[src/mrma_map.vh]
// register map constants for the modbus register-map access block
`ifndef MRMA_MAP_VH
`define MRMA_MAP_VH
`define MRMA_ADDR_ANALOG_BASE   16'h0000
`define MRMA_ANALOG_COUNT       9'h0FF
`define MRMA_ADDR_TEST          16'hD73C
`define MRMA_TEST_VALUE         32'h00112233
`define MRMA_ADDR_PATH_BUF      16'hECEC
`define MRMA_ADDR_PATH_NEXT     16'hECEE
`define MRMA_ADDR_PATH_LEN      16'hECF0
`define MRMA_ADDR_PATH_GO       16'hECF2
`define MRMA_ADDR_CTRL          16'hECF4
`define MRMA_ADDR_STATUS        16'hECF6
`define MRMA_CTRL_RESET         16'h0000
`define MRMA_STAT_LEN_POS       0
`define MRMA_STAT_DONE_POS      15
`endif

[src/mrma_byte_order.v]
// splits a 16-bit word into two bytes, most significant first
`default_nettype none
module mrma_byte_order
(
  input  wire        core_clk,
  input  wire        reset_n,
  input  wire        load,
  input  wire [15:0] word_in,
  input  wire        take,
  output reg  [7:0]  byte_out,
  output reg         byte_valid
);
  reg [7:0] low_byte;
  reg       low_pending;
  always @(posedge core_clk)
  begin
    if (!reset_n)
    begin
      byte_out    <= 8'h00;
      byte_valid  <= 1'b0;
      low_byte    <= 8'h00;
      low_pending <= 1'b0;
    end
    else if (load)
    begin
      byte_out    <= word_in[15:8];
      byte_valid  <= 1'b1;
      low_byte    <= word_in[7:0];
      low_pending <= 1'b1;
    end
    else if (take && low_pending)
    begin
      byte_out    <= low_byte;
      low_pending <= 1'b0;
    end
    else if (take)
      byte_valid <= 1'b0;
  end
endmodule // mrma_byte_order
`default_nettype wire

[src/mrma_seq_buffer.v]
// sequential-only buffer register storage
`default_nettype none
module mrma_seq_buffer
#(
  parameter WIDTH = 16,
  parameter DEPTH = 16,
  parameter AW    = 4
)
(
  input  wire             core_clk,
  input  wire             reset_n,
  input  wire             clear,
  input  wire             push,
  input  wire [WIDTH-1:0] push_data,
  input  wire             pop,
  output wire [WIDTH-1:0] pop_data,
  output reg  [AW:0]      count
);
  reg [WIDTH-1:0] mem [0:DEPTH-1];
  reg [AW-1:0]    wr_ptr;
  reg [AW-1:0]    rd_ptr;
  wire            do_push = push && (count != DEPTH[AW:0]);
  wire            do_pop  = pop && (count != {(AW+1){1'b0}});
  assign pop_data = mem[rd_ptr];
  always @(posedge core_clk)
  begin
    if (do_push)
      mem[wr_ptr] <= push_data;
  end
  always @(posedge core_clk)
  begin
    if (!reset_n || clear)
    begin
      wr_ptr <= {AW{1'b0}};
      rd_ptr <= {AW{1'b0}};
      count  <= {(AW+1){1'b0}};
    end
    else
    begin
      if (do_push)
        wr_ptr <= wr_ptr + 1'b1;
      if (do_pop)
        rd_ptr <= rd_ptr + 1'b1;
      count <= count + {{AW{1'b0}}, do_push} - {{AW{1'b0}}, do_pop};
    end
  end
endmodule // mrma_seq_buffer
`default_nettype wire

[src/mrma_top.v]
// modbus register-map access: word decode, buffer register, byte order
// What this block does
// - packet address used exactly, 0 to 65535
// - one flat decode for all register kinds
// - single word returned high byte first
// - 32-bit value: high word at lower address
// - test pair at 55100 reads 0x00112233
// - channel address is base plus index times width
// - each location holds one 16-bit word
// - 255 float inputs from address 0
// - buffer read repeats at its one address
// - buffer write appends each word in order until full, then drops
// - read at 60652 never reaches 60654
// - buffer access strictly sequential, no overwrite
// - everything reached only through register access
`include "mrma_map.vh"
`default_nettype none
module mrma_top
#(
  parameter BUF_DEPTH = 16,
  parameter BUF_AW    = 4
)
(
  input  wire         core_clk,
  input  wire         reset_n,
  input  wire         req_valid,
  input  wire         req_write,
  input  wire [15:0]  req_addr,
  input  wire [7:0]   req_count,
  input  wire [15:0]  req_wdata,
  input  wire         wdata_valid,
  input  wire         byte_take,
  output reg          req_ready,
  output reg  [15:0]  rsp_word,
  output reg          rsp_valid,
  output reg          rsp_error,
  output wire [7:0]   rsp_byte,
  output wire         rsp_byte_valid,
  output reg          analog_sel_valid,
  output reg  [7:0]   analog_sel_index,
  input  wire [31:0]  analog_input_value,
  output reg          path_go,
  output reg  [15:0]  path_length
);
  localparam ST_IDLE = 2'b00;
  localparam ST_READ = 2'b01;
  localparam ST_WRIT = 2'b10;
  localparam [15:0] TEST_ADDR  = `MRMA_ADDR_TEST;
  localparam [31:0] TEST_VALUE = `MRMA_TEST_VALUE;
  reg  [1:0]  state;
  reg  [15:0] cur_addr;
  reg  [7:0]  words_left;
  reg  [15:0] ctrl_reg;
  reg  [15:0] next_word;
  reg         next_err;
  reg         next_advance;
  reg         buf_push;
  reg         buf_pop;
  reg         buf_clear;
  reg         done_flag;
  wire [15:0] buf_data;
  wire [BUF_AW:0] buf_count;
  wire        is_analog;
  wire [15:0] next_addr;
  wire        is_buf;
  wire        is_go;
  wire        is_len;
  wire        is_ctrl;
  wire        is_stat;
  wire        is_test;

  // flat decode over full 16-bit space, no offset applied
  assign is_analog = cur_addr < {6'h00, `MRMA_ANALOG_COUNT, 1'b0};
  assign next_addr = cur_addr + 16'h0001;
  assign is_test   = cur_addr[15:1] == TEST_ADDR[15:1];
  assign is_buf    = cur_addr == `MRMA_ADDR_PATH_BUF;
  assign is_len    = cur_addr == `MRMA_ADDR_PATH_LEN;
  assign is_go     = cur_addr == `MRMA_ADDR_PATH_GO;
  assign is_ctrl   = cur_addr == `MRMA_ADDR_CTRL;
  assign is_stat   = cur_addr == `MRMA_ADDR_STATUS;

  mrma_seq_buffer
  #(
    .WIDTH (16),
    .DEPTH (BUF_DEPTH),
    .AW    (BUF_AW)
  )
  u_buf
  (
    .core_clk  (core_clk),
    .reset_n   (reset_n),
    .clear     (buf_clear),
    .push      (buf_push),
    .push_data (req_wdata),
    .pop       (buf_pop),
    .pop_data  (buf_data),
    .count     (buf_count)
  );

  mrma_byte_order u_bytes
  (
    .core_clk   (core_clk),
    .reset_n    (reset_n),
    .load       (rsp_valid),
    .word_in    (rsp_word),
    .take       (byte_take),
    .byte_out   (rsp_byte),
    .byte_valid (rsp_byte_valid)
  );

  // read data select, one 16-bit word per location
  always @*
  begin
    next_word = 16'h0000;
    next_err  = 1'b0;
    buf_pop   = 1'b0;
    if (is_analog)
      next_word = cur_addr[0] ? analog_input_value[15:0] : analog_input_value[31:16];
    else if (is_test)
      next_word = cur_addr[0] ? TEST_VALUE[15:0] : TEST_VALUE[31:16];
    else if (is_buf)
    begin
      next_word = buf_data;
      buf_pop   = (state == ST_READ);
    end
    else if (is_len)
      next_word = path_length;
    else if (is_ctrl)
      next_word = ctrl_reg;
    else if (is_stat)
      next_word = {done_flag, {(15-BUF_AW-1){1'b0}}, buf_count};
    else
      next_err = 1'b1;
  end

  always @*
  begin
    buf_push  = (state == ST_WRIT) && wdata_valid && is_buf;
    buf_clear = (state == ST_WRIT) && wdata_valid && is_len;
    next_advance = !is_buf;
  end

  always @(posedge core_clk)
  begin
    if (!reset_n)
    begin
      state         <= ST_IDLE;
      cur_addr      <= 16'h0000;
      words_left    <= 8'h00;
      req_ready     <= 1'b1;
      rsp_word      <= 16'h0000;
      rsp_valid     <= 1'b0;
      rsp_error     <= 1'b0;
      analog_sel_valid <= 1'b0;
      analog_sel_index <= 8'h00;
      path_go       <= 1'b0;
      path_length   <= 16'h0000;
      ctrl_reg      <= `MRMA_CTRL_RESET;
      done_flag     <= 1'b0;
    end
    else
    begin
      rsp_valid     <= 1'b0;
      path_go       <= 1'b0;
      analog_sel_valid <= 1'b0;
      case (state)
        ST_IDLE:
        begin
          if (req_valid && req_count != 8'h00)
          begin
            cur_addr   <= req_addr;
            analog_sel_index <= req_addr[8:1];
            words_left <= req_count;
            req_ready  <= 1'b0;
            rsp_error  <= 1'b0;
            state      <= req_write ? ST_WRIT : ST_READ;
          end
        end
        ST_READ:
        begin
          rsp_word      <= next_word;
          rsp_valid     <= 1'b1;
          rsp_error     <= rsp_error | next_err;
          analog_sel_valid <= is_analog;
          if (next_advance)
          begin
            cur_addr         <= next_addr;
            analog_sel_index <= next_addr[8:1];
          end
          words_left <= words_left - 8'h01;
          if (words_left == 8'h01)
          begin
            state     <= ST_IDLE;
            req_ready <= 1'b1;
          end
        end
        ST_WRIT:
        begin
          if (wdata_valid)
          begin
            if (is_len)
              path_length <= req_wdata;
            else if (is_ctrl)
              ctrl_reg <= req_wdata;
            else if (is_go)
              path_go <= 1'b1;
            else if (!is_buf)
              rsp_error <= 1'b1;
            if (is_go)
              done_flag <= 1'b1;
            else if (is_len)
              done_flag <= 1'b0;
            if (next_advance)
              cur_addr <= cur_addr + 16'h0001;
            words_left <= words_left - 8'h01;
            if (words_left == 8'h01)
            begin
              state     <= ST_IDLE;
              req_ready <= 1'b1;
            end
          end
        end
        default:
          state <= ST_IDLE;
      endcase
    end
  end
endmodule // mrma_top
`default_nettype wire

[config.mk]
export PLATFORM = sky130hd
export DESIGN_NAME = mrma_top
export DESIGN_NICKNAME = d
export VERILOG_FILES = /design/src/mrma_byte_order.v /design/src/mrma_seq_buffer.v /design/src/mrma_top.v
export VERILOG_INCLUDE_DIRS = /design/src /design/src/src
export SDC_FILE = /design/constraint.sdc
export NUM_CORES = 1
export LEC_CHECK = 0
export ABC_AREA = 0
export BUFFER_PORTS_ARGS = -buffer_cell sky130_fd_sc_hd__buf_2
export CAP_MARGIN = 20
export CORE_UTILIZATION = 28
export DETAILED_ROUTE_END_ITERATION = 7
export SETUP_SLACK_MARGIN = 0.05
export SYNTH_ARGS = -nofsm -noshare
export SYNTH_HDL_FRONTEND = slang
export SYNTH_SLANG_ARGS = --single-unit
[constraint.sdc]
create_clock -name core_clk -period 4.25 [get_ports core_clk]
set_clock_uncertainty 0.15 [all_clocks]
set_input_delay 0.6375 -clock core_clk [delete_from_list [all_inputs] [get_ports core_clk]]
set_output_delay 0.6375 -clock core_clk [all_outputs]
set_load 0.02 [all_outputs]
# == Word-level counts from Yosys, hierarchy flattened ==
# Memory sizes are Yosys's and may differ from the RTL's. A register that Yosys moved wholly into a read port is not among the register bits.
# Index checks and enable logic that the tools add are counted.
# word_totals
ff_bits,119
latchBits,0
mem_bits_rw,256
rom_bits,0
input_bits,78
output_inout_bits,54
n_memories,1
# memory_table
name,depth,width,read_ports,rd_clocked_by_memory_dff,write_ports,line,text
u_buf.mem,16,16,1,1,1,mrma_seq_buffer.v:19,reg [WIDTH-1:0] mem [0:DEPTH-1];
# op_classes
n_addsub,6
mul,0
div,0
magnitude_cmp,1
n_eq_ne,18
n_shift,0
n_mux,57
bitwise,5
n_reduce_logical,27
# op_table
op,count
2-to-1 mux 16 bit,10
"== test 16 bit, second input constant",5
2-to-1 mux 8 bit,6
case mux 16 bit (3 select lines),1
2-to-1 mux 1 bit,28
case mux 8 bit (3 select lines),1
"adder 16 x 1 -> 16 bit, second input constant",1
"< comparator 16 x 9 -> 1 bit, second input constant",1
"inequality test 2 bit, second input constant",8
case mux 8 bit (2 select lines),1
"== test 15 bit, second input constant",1
2-to-1 mux 14 bit,1
AND reduction 3 bit,4
"adder 4 x 1 -> 4 bit, second input constant",2
"== test 8 x 1 -> 1 bit, second input constant",1
2-to-1 mux 2 bit,4
2-to-1 mux 4 bit,2
nonzero test 2 bit,4
nonzero test 8 bit,1
"subtractor 8 x 1 -> 8 bit, second input constant",1
logical AND 1 bit,7
AND reduction 7 bit,1
case mux 1 bit (3 select lines),2
case mux 2 bit (3 select lines),1
15 further kinds,20

# == Depth between registers and ports, before layout ==
# depth
ltp_word,9
mapped_depth,19
depth_no_buf,16

# == By module ==
# Synthesis repeated with hierarchy kept, for this count alone.
# hier_totals
cells_unflattened,1201
hier_area_um2,16349.4
# modules_own_cells
module,n_inst,cells_each,area_each_um2,seq_area_each_um2
mrma_seq_buffer,1,506,10548.9,8027.7
mrma_top,1,619,5007.3,1761.7
mrma_byte_order,1,76,793.3,360.3

# == Least setup slack after synthesis ==
# Ideal clock, no wire load.
# synth_path
kind,reg2reg
from,reg cur_addr[0]
to,"mem u_buf.mem[0][0], enable pin"
arrival_ns,3.688
path_slack_ns,0.003
stages_incl_launch_ff,12
cell_sequence,dfxtp_1 clkbuf_1 buf_1 inv_1 ha_1 clkbuf_1 nand3b_1 or4_1 buf_2 a311oi_4 nand2_1 nor3_1
# synth_between
elab_chain_len,5
# synth_rtl
element,line,text
"start, declared",mrma_top.v:51,reg [15:0] cur_addr;
"start signal, assigned",mrma_top.v:171,cur_addr <= req_addr;
"start signal, assigned",mrma_top.v:187,cur_addr <= next_addr;
"start signal, assigned",mrma_top.v:214,cur_addr <= cur_addr + 16'h0001;
== test 16 bit (no source line),--,
logical AND 1 bit,mrma_top.v:138,buf_push = (state == ST_WRIT) && wdata_valid && is_buf;
logical AND 1 bit,mrma_seq_buffer.v:22,wire do_push = push && (count != DEPTH[AW:0]);
net u_buf.do_push,mrma_seq_buffer.v:22,
2-to-1 mux 1 bit,mrma_seq_buffer.v:27,if (do_push)
2-to-1 mux 1 bit (not written as such),mrma_seq_buffer.v:28,mem[wr_ptr] <= push_data;
"end, declared",mrma_seq_buffer.v:19,
# The timed path passes the listed nets, and every way through them passes these cells.

# == Worst setup path in the final report ==
# layout_path
from,reg cur_addr[8]
to,reg u_buf.count[4]
# layout_rtl
element,line,text
== test 16 bit (no source line),--,
logical AND 1 bit,mrma_top.v:138,
logical AND 1 bit,mrma_seq_buffer.v:22,
net u_buf.do_push,mrma_seq_buffer.v:22,
adder 5 x 1 -> 5 bit,mrma_seq_buffer.v:44,"count <= count + {{AW{1'b0}}, do_push} - {{AW{1'b0}}, do_pop};"
subtractor 5 x 1 -> 5 bit,mrma_seq_buffer.v:44,
"end signal, assigned",mrma_seq_buffer.v:36,count <= {(AW+1){1'b0}};
"end signal, assigned",mrma_seq_buffer.v:44,
"end, declared",mrma_seq_buffer.v:17,output reg [AW:0] count
# The timed path passes the listed nets, and every way through them passes these cells.
# A chain may end at the register's enable or synchronous reset.

==> results.sh <==
export IMPL_status="finished, final reports clean"
export IMPL_grtUsageTotal=0.148
export IMPL_fin_ws_ps=675
export IMPL_die_h_um=241
export IMPL_largest_reg_flops=256
export IMPL_globalRouteOverflowTotal=0
export IMPL_grt_pass1_vias=9946
export IMPL_rsz0062_at_grt="false"
export IMPL_cts_sinks=379
export IMPL_max_vdd_ir_drop_uv=282
export IMPL_ys_seq_elements=379
export IMPL_wl_per_cell_um=20.3
export IMPL_setup_violations_final=0
export IMPL_port_buffers=131
export IMPL_max_stage_delay_ps=700
export IMPL_drt_first_iter_violations=1138
export IMPL_power_density_mw_per_mm2=475
export IMPL_cts_made_buffers=42
export IMPL_clock_path_buffers=3
export IMPL_postLayoutCellArea_mm2=0.0190
export IMPL_p_leak_nw=6.32
export IMPL_hold_depth=3
export IMPL_timing_rr_start="cur_addr[8]"
export IMPL_worstPathCellList="or4b_1, or4_1, a311oi_4, buf_4, ha_1, inv_1, fa_1, inv_1, a21oi_1, nor2_1, nor2_1, xnor2_1, nor2_1"
export IMPL_antenna_left=0
export IMPL_num_rows=87
export IMPL_path_clk_slew_ps=50
export IMPL_cts_root_buf="clkbuf_16"
export IMPL_arrival_ps=3860
export IMPL_rr_worst_depth=13
export IMPL_reg2reg_to="u_buf.count[4]"
export IMPL_hold_viol=0
export IMPL_antenna_cells=0
export IMPL_ys_types=62
export IMPL_dp_slack_ps=709
export IMPL_core_area_mm2=0.0565
export IMPL_syn_num_nets=1294
export IMPL_fin_crit_sh=0.841
export IMPL_htreeDepth=2
export IMPL_ys_seq_area_frac=0.634
export IMPL_finalMaxSlewViolations=0
export IMPL_die_width_um=241
export IMPL_synth_top_cell_by_area="edfxtp_1"
export IMPL_syn_area_mm2=0.0160
export IMPL_met2_usage=0.231
export IMPL_min_path_type="input port to flop"
export IMPL_gr_usage_met3=0.0416
export IMPL_vias=10600
export IMPL_synth_top_flop_cell="edfxtp_1"
export IMPL_synth_cells=1195
export IMPL_max_freq_mhz=280
export IMPL_worst_pin_slew_ps=1060
export IMPL_yosysWarnings=0
export IMPL_syn_avg_cell_area_um2=13.4
export IMPL_syn_to_final_growth_pct=18.8
export IMPL_post_cts_buffers=0
export IMPL_drc=0
export IMPL_io_pin_count=132
export IMPL_path_class="flop to flop"
export IMPL_setup_worst_path_end_class="flop"
export IMPL_insertion_delay_ps=590
export IMPL_busiest_layer="met2"
export IMPL_synth_area_leaders="edfxtp_1 (48%), dfxtp_1 (15%), mux4_2 (9.8%)"
export IMPL_startpoint="cur_addr[8]"
export IMPL_endpoint="u_buf.count[4]"
export IMPL_cts_resized=0
export IMPL_cpMaxStageDelayCell="or4b_1"
export IMPL_wirelength_um=43000
export IMPL_dp_hpwl_um=29500
export IMPL_crit_fanout=8
export IMPL_dpl_cell_area_mm2=0.0177
export IMPL_grt_max_degree=80
export IMPL_use_met1=0.200
export IMPL_synth_top_cell_area_share=0.480
export IMPL_utilization=0.337
export IMPL_ys_async_sr_fraction=0
export IMPL_num_nets_final=1430
export IMPL_dr_pass1_iters=5
export IMPL_cp_start_kind="flop"
export IMPL_final_layout_size_suffix_gt1_frac=0.238
export IMPL_die_area_mm2=0.0582
export IMPL_regMostFlops="u_buf.mem"
export IMPL_post_synth_top_count_cell="edfxtp_1"
export IMPL_grt_pass1_wl_um=63700
export IMPL_critical_path_required_ps=4530
export IMPL_grt_antenna_before_repair=5
export IMPL_crit_path_frequent_cell="nor2_1"
export IMPL_r2r_slack_ps=680
export IMPL_maxSlewHeadroom=0.292
export IMPL_tns_ps=0
export IMPL_min_period_ps=3570
export IMPL_postCtsHoldBufs=0
export IMPL_total_power_mw=9.04
export IMPL_drv_cap=0
export IMPL_place_congestion=0.829
export IMPL_via_per_inst=4.99
export IMPL_synthTopCellsByCount="edfxtp_1 (256), dfxtp_1 (123), nor2_1 (110)"
export IMPL_initial_core_util=0.284
export IMPL_synth_edf_count=256
export IMPL_cts_tree="done"
[worst min-delay path by stage]
stage | from | to | slack, ps
floorplan | done_flag | done_flag | 290
finish | req_write | state[1] | 220
detailed placement | req_ready | req_ready | 320
CTS | req_write | state[1] | 190
global route | req_write | state[1] | 230
global placement | req_ready | req_ready | 310
[stage by stage]
stage                     instances  hold slack [ps]
after floorplan                1195              287
after global placement         2042              310
after detailed placement       2043              317
after CTS                      2121              189
after global routing           2121              229
final                          2121              215
[cells by family after synthesis]
kind of cell               after synthesis  share of synthesized area
DFF                                    379                      0.634
and+or+nand+nor                        322                     0.0917
AOI/OAI and AO/OA                      225                     0.0875
muxes                                  129                      0.136
buffers and inverters                  103                     0.0253
adders and majority gates               21                     0.0169
xor gates and xnor gates                16                    0.00875
[layout by cell type, fill, tap and decap left out, types with 6 or more instances in the layout]
cell,n
a221oi_1,9
clkbuf_16,43
a21oi_1,93
buf_2,131
nor2_1,110
clkinv_2,8
mux2i_1,45
xnor2_1,6
o2bb2ai_1,8
xor2_1,10
nand4_1,15
buf_4,32
nor2b_1,8
o21a_1,6
inv_1,26
mux4_2,70
edfxtp_1,256
mux2_2,14
ha_1,20
or3_1,8
nor4_1,6
nand3_1,23
clkbuf_1,14
a211oi_1,6
o21ai_0,44
nand2_1,98
nor3_1,16
a22oi_1,23
dfxtp_1,121
and3_1,7
nand2b_1,7
clkinv_1,7
[cell type report]
| class | instances | area (um2) |
|---|---|---|
| Clock inverter | 20 | 201 |
| Fill cell | 5480 | 37500 |
| Tap cell | 756 | 946 |
| Clock buffer | 58 | 1140 |
| Multi-Input combinational cell | 713 | 5500 |
| Inverter | 28 | 105 |
| Timing Repair Buffer | 167 | 976 |
| Sequential cell | 379 | 10200 |
[worst max-delay path: cells and delay by family, from the launching register on]
family | cells | cell delay (ps)
compound gates | 2 | 290
flops | 1 | 390
simple gates | 5 | 1510
fa+ha+maj | 2 | 580
xor+xnor | 1 | 150
buf+inv | 3 | 360
[report_power, final]
group          leakage (nW)  internal [mW]  switching, mW
clock                 0.652           2.03           1.52
sequential             3.30           4.06          0.165
combinational          2.37          0.453          0.818
[routing by layer]
metal / routed length, um / vias up
met5: 23 / -
met4: 960 / 4
met3: 3770 / 65
met2: 19500 / 417
met1: 18700 / 5299
li1: - / 4809
No activity file was read; power rests on OpenSTA's default activity.
